### config.mk
export PLATFORM = sky130hd
export DESIGN_NAME = cmc_host
export DESIGN_NICKNAME = d
export VERILOG_FILES = /design/src/cmc_pkg.sv /design/src/cmc_host.sv /design/src/cmc_timer.sv
export SDC_FILE = /design/constraint.sdc
export NUM_CORES = 1
export LEC_CHECK = 0
export ABC_AREA = 1
export BUFFER_PORTS_ARGS = -buffer_cell sky130_fd_sc_hd__buf_2
export CORE_MARGIN = 5
export CORE_UTILIZATION = 55
export CTS_BUF_LIST = sky130_fd_sc_hd__clkbuf_2 sky130_fd_sc_hd__clkbuf_4 sky130_fd_sc_hd__clkbuf_8
export CTS_CLUSTER_DIAMETER = 120
export DETAILED_ROUTE_END_ITERATION = 7
export PLACE_DENSITY = 0.86
export SLEW_MARGIN = 20
export SYNTH_ARGS = -nofsm -noshare
export SYNTH_HDL_FRONTEND = slang
export SYNTH_SLANG_ARGS = --single-unit
### constraint.sdc
create_clock -name core_clk -period 5.7 [get_ports core_clk]
set_clock_uncertainty 0.2 [all_clocks]
set_input_delay 0.855 -clock core_clk [delete_from_list [all_inputs] [get_ports core_clk]]
set_output_delay 0.855 -clock core_clk [all_outputs]
set_load 0.05 [all_outputs]
### src/cmc_pkg.sv
`default_nettype none
package cmc_pkg;

  // Core clock and pin timing, each time in nanoseconds.
  localparam int CLK_PERIOD_NS = 10;
  localparam int SETUP_NS = 20;
  localparam int STROBE_NS = 60;
  localparam int HOLD_NS = 10;
  // Least times round up to whole cycles.
  localparam int SETUP_CYC = (SETUP_NS + CLK_PERIOD_NS - 1) / CLK_PERIOD_NS;
  localparam int STROBE_CYC = (STROBE_NS + CLK_PERIOD_NS - 1) / CLK_PERIOD_NS;
  localparam int HOLD_CYC = (HOLD_NS + CLK_PERIOD_NS - 1) / CLK_PERIOD_NS;
  localparam int TMR_W = 8;

  // Software register byte offsets.
  localparam logic [7:0] REG_CTRL = 8'h00;
  localparam logic [7:0] REG_STATUS = 8'h04;
  localparam logic [7:0] REG_WDLO = 8'h08;
  localparam logic [7:0] REG_WDHI = 8'h0C;
  localparam logic [7:0] REG_RDATA = 8'h10;
  localparam logic [7:0] REG_MADDR = 8'h14;
  localparam int STATUS_ERR_BIT = 1;

  // Six-bit operation codes of the device.
  localparam logic [5:0] OP_PTR_DEC = 6'h27;
  localparam logic [5:0] OP_TOP_MATCH = 6'h02;
  localparam logic [5:0] OP_NEXT_FREE = 6'h01;
  localparam logic [5:0] OP_MOV_PTR = 6'h0C;
  localparam logic [5:0] OP_MOV_FREE = 6'h0D;
  localparam logic [5:0] OP_MOV_TOP = 6'h0E;
  localparam logic [5:0] OP_COMPARAND_COMPARE_OP = 6'h18;
  localparam logic [5:0] OP_CMP_BUS = 6'h19;
  localparam logic [5:0] OP_CMP_STORE = 6'h1A;
  localparam logic [5:0] OP_NEXT_MATCH = 6'h1B;
  localparam logic [5:0] OP_TERNARY = 6'h1C;
  localparam logic [2:0] CODE_FILL = 3'h0;

  // Command register layout, bit 0 upward: op, mask select, segment, validity, direction.
  typedef struct packed {
    logic dirHigh;
    logic validityN;
    logic segSel;
    logic [2:0] maskSel;
    logic [5:0] op;
  } cmc_cmd_t;

  // Control pins that travel together to the device.
  typedef struct packed {
    logic strobeN;
    logic writeN;
    logic addrValidN;
    logic segSel;
    logic [11:0] code;
  } cmc_ctrl_t;

  localparam cmc_ctrl_t CTRL_RST = '{strobeN: 1'b1, writeN: 1'b1, addrValidN: 1'b1,
                                     segSel: 1'b0, code: 12'h000};

  // Codes documented for the given direction of the write strobe.
  function automatic logic isKnownOp(input logic [5:0] op, input logic dirHigh);
    case (op)
      OP_PTR_DEC, OP_TOP_MATCH, OP_NEXT_FREE, OP_MOV_PTR, OP_MOV_TOP: isKnownOp = 1'b1;
      OP_MOV_FREE, OP_COMPARAND_COMPARE_OP, OP_CMP_BUS, OP_CMP_STORE, OP_NEXT_MATCH,
      OP_TERNARY: isKnownOp = !dirHigh;
      default: isKnownOp = 1'b0;
    endcase
  endfunction

  // Full-word operations that need the segment select held low.
  function automatic logic isSegLowOp(input logic [5:0] op);
    case (op)
      OP_MOV_PTR, OP_MOV_FREE, OP_MOV_TOP, OP_COMPARAND_COMPARE_OP, OP_TERNARY,
      OP_NEXT_MATCH: isSegLowOp = 1'b1;
      default: isSegLowOp = 1'b0;
    endcase
  endfunction

  // Array writes whose target validity comes from the validity line.
  function automatic logic drivesValidity(input logic [5:0] op, input logic dirHigh);
    case (op)
      OP_PTR_DEC, OP_TOP_MATCH, OP_NEXT_FREE, OP_MOV_PTR, OP_MOV_FREE,
      OP_MOV_TOP: drivesValidity = !dirHigh;
      default: drivesValidity = 1'b0;
    endcase
  endfunction

endpackage
`default_nettype wire

### src/cmc_host.sv
// Behaviour
// - Decrement-pointer write drives selected data segment
// - Segment select picks low or high half
// - Segment select low for full-word operations
// - Address-valid high with well-formed control word
// - Address-valid high means control code
`timescale 1ns/1ps
`default_nettype none
module cmc_host
  import cmc_pkg::*;
#(
  parameter int SETUP_CYCLES = SETUP_CYC,
  parameter int STROBE_CYCLES = STROBE_CYC,
  parameter int HOLD_CYCLES = HOLD_CYC
) (
  input wire logic core_clk, // Core clock, 100 MHz.
  input wire logic rst, // Synchronous reset, active high.
  input wire logic [7:0] regAddr, // Register byte address.
  input wire logic [31:0] regWdata, // Register write data.
  input wire logic regWe, // Write strobe, one cycle.
  input wire logic regRe, // Read strobe, one cycle.
  output logic [31:0] regRdata, // Read data, the cycle after the read strobe.
  output cmc_ctrl_t camCtrl, // Cycle strobe, write strobe, address valid, segment, code.
  input wire logic [31:0] dataBusIn, // Device data bus, level seen on the wire.
  output logic [31:0] dataBusOut, // Data driven toward the device.
  output logic dataBusOe, // High while this block drives the data bus.
  input wire logic validityLineInN, // Validity line as seen on the wire.
  output logic validityLineOutN, // Validity value driven toward the device.
  output logic validityLineOe, // High while this block drives the validity line.
  input wire logic [15:0] matchAddressOut, // Device match-address outputs.
  input wire logic multiMatchFlagN, // Device multiple-match flag.
  input wire logic fullFlagN // Device full flag.
);

  typedef enum logic [1:0] {IDLE, SETUP, STROBE, HOLD} cmc_state_t;
  localparam int SYNC_W = 51;

  cmc_state_t state_q;
  cmc_cmd_t cmd;
  cmc_cmd_t cmd_q;
  logic [SYNC_W-1:0] sync1_q;
  logic [SYNC_W-1:0] sync2_q;
  logic [31:0] wdLo_q;
  logic [31:0] wdHi_q;
  logic [31:0] rdCap_q;
  logic [15:0] maddr_q;
  logic vbCap_q;
  logic err_q;
  logic ctrlWrite;
  logic startOk;
  logic effSeg;
  logic tmrDone;
  logic tmrLoad;
  logic [TMR_W-1:0] tmrValue;
  logic [31:0] rdMux;

  assign cmd = cmc_cmd_t'(regWdata[11:0]);
  assign ctrlWrite = regWe && (regAddr == REG_CTRL);
  // Reserved codes and commands that arrive while busy are refused.
  assign startOk = ctrlWrite && (state_q == IDLE) && isKnownOp(cmd.op, cmd.dirHigh);
  // Full-word operations force the segment low whatever software asked for.
  assign effSeg = isSegLowOp(cmd.op) ? 1'b0 : cmd.segSel;

  // Every device pin passes two flip-flops; only the second stage is read.
  always_ff @(posedge core_clk) begin
    if (rst) begin
      sync1_q <= '0;
      sync2_q <= '0;
    end else begin
      sync1_q <= {dataBusIn, validityLineInN, matchAddressOut, multiMatchFlagN, fullFlagN};
      sync2_q <= sync1_q;
    end
  end

  // Phase timer reloads on each phase entry.
  always_comb begin
    tmrLoad = 1'b0;
    tmrValue = TMR_W'(SETUP_CYCLES);
    case (state_q)
      IDLE: begin
        tmrLoad = startOk;
      end
      SETUP: begin
        tmrLoad = tmrDone;
        tmrValue = TMR_W'(STROBE_CYCLES);
      end
      STROBE: begin
        tmrLoad = tmrDone;
        tmrValue = TMR_W'(HOLD_CYCLES);
      end
      default: begin
        tmrLoad = 1'b0;
      end
    endcase
  end

  cmc_timer #(.W(TMR_W)) phaseTimer (
    .core_clk(core_clk),
    .rst(rst),
    .load(tmrLoad),
    .loadValue(tmrValue),
    .done(tmrDone)
  );

  // Cycle sequencer: set up the pins, pulse the strobe, hold, release.
  always_ff @(posedge core_clk) begin
    if (rst) begin
      state_q <= IDLE;
    end else begin
      case (state_q)
        IDLE: if (startOk) state_q <= SETUP;
        SETUP: if (tmrDone) state_q <= STROBE;
        STROBE: if (tmrDone) state_q <= HOLD;
        HOLD: if (tmrDone) state_q <= IDLE;
        default: state_q <= IDLE;
      endcase
    end
  end

  // Control pins. Address valid stays high so the code bus always carries a control code.
  always_ff @(posedge core_clk) begin
    if (rst) begin
      camCtrl <= CTRL_RST;
      cmd_q <= '0;
    end else if (startOk) begin
      cmd_q <= cmd;
      camCtrl.writeN <= cmd.dirHigh;
      camCtrl.addrValidN <= 1'b1;
      camCtrl.segSel <= effSeg;
      camCtrl.code <= {CODE_FILL, cmd.maskSel, cmd.op};
    end else if (state_q == SETUP && tmrDone) begin
      camCtrl.strobeN <= 1'b0;
    end else if (state_q == STROBE && tmrDone) begin
      camCtrl.strobeN <= 1'b1;
    end else if (state_q == HOLD && tmrDone) begin
      camCtrl.writeN <= 1'b1;
      camCtrl.segSel <= 1'b0;
    end
  end

  // Bus drive. Reads never drive, so the device can float the bus on a mismatch.
  always_ff @(posedge core_clk) begin
    if (rst) begin
      dataBusOut <= '0;
      dataBusOe <= 1'b0;
      validityLineOutN <= 1'b1;
      validityLineOe <= 1'b0;
    end else if (startOk) begin
      dataBusOut <= effSeg ? wdHi_q : wdLo_q;
      dataBusOe <= !cmd.dirHigh;
      validityLineOutN <= cmd.validityN;
      validityLineOe <= drivesValidity(cmd.op, cmd.dirHigh);
    end else if (state_q == HOLD && tmrDone) begin
      dataBusOe <= 1'b0;
      validityLineOe <= 1'b0;
    end
  end

  // Results are caught at the end of the strobe; the sync delay is inside the strobe width.
  always_ff @(posedge core_clk) begin
    if (rst) begin
      rdCap_q <= '0;
      vbCap_q <= 1'b1;
      maddr_q <= '0;
    end else if (state_q == STROBE && tmrDone) begin
      maddr_q <= sync2_q[17:2];
      if (cmd_q.dirHigh) begin
        rdCap_q <= sync2_q[50:19];
        vbCap_q <= sync2_q[18];
      end
    end
  end

  // Write data halves, one per segment.
  always_ff @(posedge core_clk) begin
    if (rst) begin
      wdLo_q <= '0;
      wdHi_q <= '0;
    end else if (regWe && regAddr == REG_WDLO) begin
      wdLo_q <= regWdata;
    end else if (regWe && regAddr == REG_WDHI) begin
      wdHi_q <= regWdata;
    end
  end

  // Refusal flag: a new refusal wins over a clear in the same cycle.
  always_ff @(posedge core_clk) begin
    if (rst) begin
      err_q <= 1'b0;
    end else if (ctrlWrite && !startOk) begin
      err_q <= 1'b1;
    end else if (regWe && regAddr == REG_STATUS && regWdata[STATUS_ERR_BIT]) begin
      err_q <= 1'b0;
    end
  end

  always_comb begin
    case (regAddr)
      REG_CTRL: rdMux = {20'h0_0000, cmd_q};
      REG_STATUS: rdMux = {27'h000_0000, vbCap_q, sync2_q[0], sync2_q[1], err_q,
                           state_q != IDLE};
      REG_WDLO: rdMux = wdLo_q;
      REG_WDHI: rdMux = wdHi_q;
      REG_RDATA: rdMux = rdCap_q;
      REG_MADDR: rdMux = {16'h0000, maddr_q};
      default: rdMux = '0;
    endcase
  end

  // Read data stand only in the cycle after the read strobe.
  always_ff @(posedge core_clk) begin
    if (rst) begin
      regRdata <= '0;
    end else begin
      regRdata <= regRe ? rdMux : '0;
    end
  end
endmodule
`default_nettype wire

### src/cmc_timer.sv
`timescale 1ns/1ps
`default_nettype none
module cmc_timer #(
  parameter int W = 8
) (
  input wire logic core_clk, // Core clock.
  input wire logic rst, // Synchronous reset, active high.
  input wire logic load, // Load the count this cycle.
  input wire logic [W-1:0] loadValue, // Cycles until done, at least one.
  output logic done // High in the last cycle of the count.
);

  logic [W-1:0] cnt_q;

  // Counts down to zero; a zero count stays idle.
  always_ff @(posedge core_clk) begin
    if (rst) begin
      cnt_q <= '0;
    end else if (load) begin
      cnt_q <= loadValue;
    end else if (cnt_q != '0) begin
      cnt_q <= cnt_q - 1'b1;
    end
  end

  assign done = (cnt_q == {{(W-1){1'b0}}, 1'b1});

endmodule
`default_nettype wire

; ---- Word-level counts from Yosys, hierarchy flattened
; Index checks and enable logic that the tools add are counted.
[op_classes]
addsub = 1
n_eq_ne = 26
mux = 29
n_bitwise = 3
reduce_logical = 32
[ops]
columns = operator, n
row1 = $pmux 32 s6, 1
row2 = $mux 32, 1
row3 = $eq 6x5->1 const B, 5
row4 = $eq 6x4->1 const B, 3
row5 = $reduce_or 6->1, 3
row6 = $mux 1, 17
row7 = $eq 8x4->1 const B, 2
row8 = $eq 8x5->1 const B, 2
row9 = $mux 8, 2
row10 = $ne 2x2->1 const B, 6
row11 = $logic_and 1x1->1, 11
row12 = $reduce_bool 2->1, 5
row13 = $eq 8x1->1 const B, 1
row14 = $eq 8x3->1 const B, 1
row15 = $logic_not 8->1, 1
row16 = $mux 2, 4
row17 = $pmux 2 s4, 1
row18 = $reduce_bool 8->1, 1
row19 = $sub 8x1->8 const B, 1
row20 = $eq 6x1->1 const B, 1
row21 = $eq 6x2->1 const B, 1
row22 = $eq 6x6->1 const B, 1
row23 = $pmux 3 s2, 1
row24 = $reduce_and 2->1, 3
row25 = other kinds (10), 16
[totals]
register_bits = 317
input_bits = 95
out_inout_bits = 83
elab_cells = 115

; ---- Logic depth before layout (Yosys ltp)
[depth]
ltp_word = 7
depth_mapped = 14
ltp_nobuf = 13

; ---- By module
; Synthesis repeated with hierarchy kept, for this count alone.
[unflattened]
cells_unflattened = 1493
hier_area_um2 = 11594.9
[by_module_without_submodules]
columns = module, instances, cells_per_inst, area_each_um2, seq_area_each_um2
row1 = cmc_host, 1, 1404, 11040.6, 6005.8
row2 = cmc_timer, 1, 89, 554.3, 160.2

; ---- Worst setup path before layout
; OpenSTA, ideal clock, no wires.
[synth_timing]
kind = input port to flip-flop
from = input port regAddr[7]
to = register dataBusOut[10]
setup_ps = 114
t_arrival_ps = 2177
required_time_ps = 5386
path_slack_ps = 3209
stages = 9
n_path_buf = 2
path_cell_list = or2_4 > nor3_4 > nand2_4 > nor3_2 > nand2_2 > buf_6 > buf_2 > o21ai_1 > nor2_1
[synth_via]
elab_chain_cells = 4
[synth_rtl]
columns = item, line_no
row1 = from (decl), cmc_host.sv:18  ; input wire logic [7:0] regAddr,
row2 = $logic_not 8->1, cmc_host.sv:58  ; assign ctrlWrite = regWe && (regAddr == REG_CTRL);
row3 = $logic_and 1x1->1, cmc_host.sv:58
row4 = $logic_and 1x1->1 (2 in a row), cmc_host.sv:60  ; assign startOk = ctrlWrite && (state_q == IDLE) && isKnownOp(cmd.op, cmd.dirHigh);
row5 = to (signal assigned), cmc_host.sv:149  ; dataBusOut <= effSeg ? wdHi_q : wdLo_q;
row6 = to (decl), cmc_host.sv:25  ; output logic [31:0] dataBusOut,
; Every way passes these cells.
; A chain may end at the register's enable or synchronous reset.

; ---- Worst setup path in the final report
[layout_timing]
from = input port regAddr[7]
to = register camCtrl[14] (netlist name)
[layout_via]
elab_chain_cells = 6
elab_cells_between_ends = 9
classes_between = 2 x eq/ne / 1 x mux / 6 x reduce/logical
[layout_rtl]
columns = item, line_no
row1 = $logic_not 8->1 (*), cmc_host.sv:58
row2 = $logic_and 1x1->1 (*), cmc_host.sv:58
row3 = $logic_and 1x1->1 (*) (2 in a row), cmc_host.sv:60
row4 = $ne 2x2->1 (no source line) or $reduce_bool 2->1 (tied branches), n/a
row5 = $reduce_and 3->1 (no source line), n/a
row6 = to (decl), cmc_host.sv:23  ; output cmc_ctrl_t camCtrl,
; Every way passes the cells marked *; elsewhere a longest branch is shown, timed or not.

==> impl_metrics.yaml <==
sta:
  setup_violations: 0
  finalCriticalPeriod_ps: 3540
  tightest_slew_ps: 1070
  fin_crit_sh_pct: 62.1
  hold_violations: 0
  grt_setup_unrepaired: "false"
  setup-tns-final_ps: 0
  slew_viol_final: 0
  max_freq_ghz: 0.282
  maxSlewHeadroom_pct: 28.4
flow_run:
  cap_violations: 0
grt:
  grt_pass1_vias: 9223
  grt_pass1_wl_mm: 45.1
  grt_overflow: 0
  grt_usage_pct: 22.6
  antenna_found_initial: 4
  grt_max_degree: 103
synth:
  synth.most_common_cell: "dfxtp_1"
  async_flop_share_pct: 0
  synth-main-ff-cell: "dfxtp_1"
  ys_top_cells_by_count: "308 x dfxtp_1, 276 x nor2_1, 227 x inv_1"
  syn_avg_cell_area_um2: 7.73
  yosys.area.top_type: "dfxtp_1"
  synth-seq-area-share_pct: 53.8
  yosysUniqueCellTypes: 39
  syn_area_um2: 11500
  ys_warn_count: 0
  synthCells: 1481
  synth_top_area_share_pct: 53.8
  synth-edff-count: 0
  synth_area_leaders: "dfxtp_1 54%, nor2_1 9.0%, o21ai_0 7.9%"
  synth-seq-cells: 308
worst_setup_path:
  start_kind: "input port"
  crit_required_ps: 5910
  critPathMaxFanout: 59
  end_kind: "flip-flop"
  path_class: "in2reg"
  arrival_ps: 3750
power_and_ir_drop:
  p_total_w: 0.00457
  cellLeakagePower_nw: 6.04
  internal-power_w: 0.00344
  p_per_area_nw_per_um2: 345
  p_seq_share_pct: 49.4
  ir_drop_uv: 183
  power.share.switching_pct: 24.7
  net-switching-power_w: 0.00113
  clockPowerShare_pct: 40.7
  power_frac_comb_pct: 9.9
final_layout:
  num-fill-cells: 1676
  multiInputGateArea_um2: 3960
  regArea_um2: 6170
  finalNonFillerCells: 1925
  syn_to_final_growth_pct: 15.7
  layout-drive-gt1-share_pct: 16.9
  nNetsFinal: 1724
  fin_util_pct: 65.1
  fin_area_um2: 13300
clock_tree:
  tritoncts: "done"
  clock-root-buffer: "clkbuf_8"
  cts_resized: 0
  cts_buffers: 47
  cts_setup_buffers: 0
  cts_buffer_depth: 3
  clk_latency_ps: 570
  htreeDepth: 2
  clkSinkCount: 308
  cts-hold-fix-buffers: 0
  clkTransAtPathRegs_ps: 60
route:
  antenna_left: 0
  dr.first_iter.drc_count: 1118
  post_drt_wl_per_cell_um: 14.5
  vias: 9875
  drc: 0
  dr.pass1.iters: 5
  drt_wl_total_mm: 27.9
  via_per_inst: 5.13
floorplan:
  fp-row-count: 52
  fp.coreArea_um2: 20400
  io-pin-count: 178
  initial_core_util_pct: 56.2
  die_h_um: 154
  fp.dieW_um: 154
  dieArea_um2: 23800
status:
  status: "finished clean"
place:
  place_hpwl_mm: 19.0
  port_buffers: 173
  place_area_um2: 12200
  placedCellCount: 1842
  gp_congestion: 0.892
worst_hold_path:
  holdCritPathClass: "reg2reg"
through the flow:
step	setup WS, ps	hold slack, ps
2_1_floorplan	3210	188
3_3_place_gp	1710	191
3_5_place_dp	1570	192
4_1_cts	2230	199
5_1_grt	1910	207
6_report	2160	198
cells by family (layout without fill, tap and decap cells):
family          count (synthesis)  in the layout  share of synthesized area (%)
simple gates                  481            481                           16.9
compound gates                356            356                           16.3
buf+inv                       323            491                           11.7
flops                         308            308                           53.8
fa+ha+maj                       7              7                          0.765
xor+xnor                        4              4                          0.306
other cells                     2              8                         0.0656
final timing paths:
| kind | start | to | slack (ps) | cells past startpoint |
|---|---|---|---|---|
| max | regAddr[7] | camCtrl[14]$_SDFFE_PP1P_ | 2160 | 10 |
| min | sync1_q[30]$_SDFF_PP0_ | sync2_q[30]$_SDFF_PP0_ | 200 | 2 |
| max reg2reg | state_q[0]$_SDFFE_PP0P_ | camCtrl[14]$_SDFFE_PP1P_ | 2540 | 9 |
| min reg2reg | sync1_q[30]$_SDFF_PP0_ | sync2_q[30]$_SDFF_PP0_ | 200 | 2 |
sequential cells by signal, indices dropped and copies added, names as in the netlist, 2 cells and up:
register / count
sync1_q: 51
sync2_q: 51
dataBusOut: 32
rdCap_q: 32
regRdata: 32
wdHi_q: 32
wdLo_q: 32
maddr_q: 16
cmd_q: 11
phaseTimer.cnt_q: 8
camCtrl: 4
state_q: 2
metal layers:
metal | track usage [%] | part of all wire, % | vias up
met5 | 0 | 0 | -
met3 | 5.22 | 9.6 | 69
met2 | 35.2 | 45 | 472
met1 | 30.4 | 43 | 4419
met4 | 9.59 | 3.2 | 0
li1 | - | - | 4915
layout by cell type, fill, tap and decap left out, types with 5 or more instances in the layout:
cell      instances
clkbuf_8         60
clkbuf_4         10
buf_2           172
dfxtp_1         308
o22ai_1          23
nor2_1          275
o21ai_0         180
inv_1           226
nand3_1          28
o221ai_1          9
nand2_1         148
o21ai_1          24
a21oi_1         111
nor3_1           10
ha_1              7
inv_2             6
buf_4             5
power groups by stage:
| stage | Sequential [W] | Combinational (W) | Clock (W) |
|---|---|---|---|
| 2_1_floorplan | 0.00230 | 0.000325 | 0 |
| 3_3_place_gp | 0.00230 | 0.000418 | 0 |
| 3_5_place_dp | 0.00231 | 0.000439 | 0 |
| 4_1_cts | 0.00226 | 0.000445 | 0.00189 |
| 5_1_grt | 0.00227 | 0.000516 | 0.00199 |
| 6_report | 0.00226 | 0.000451 | 0.00186 |
critical path, stage by stage:
cell     delay [ps]
buf_2           100
or2_4           250
nor3_4          400
nand2_4         140
nor3_2          150
nand2_2         580
inv_2           850
nand2_1         190
nand2_1         110
nand3_1          60
cell type report:
type,instances,area share (%)
timing repair buffer,178,6.93
clock buffer,70,6.80
inverter,235,6.66
sequential,308,46.5
multi-input combinational,852,29.8
antenna,4,0.0755
clock inverter,8,0.623
tap,270,2.55
Note: power is estimated with default switching activity, not from simulation.
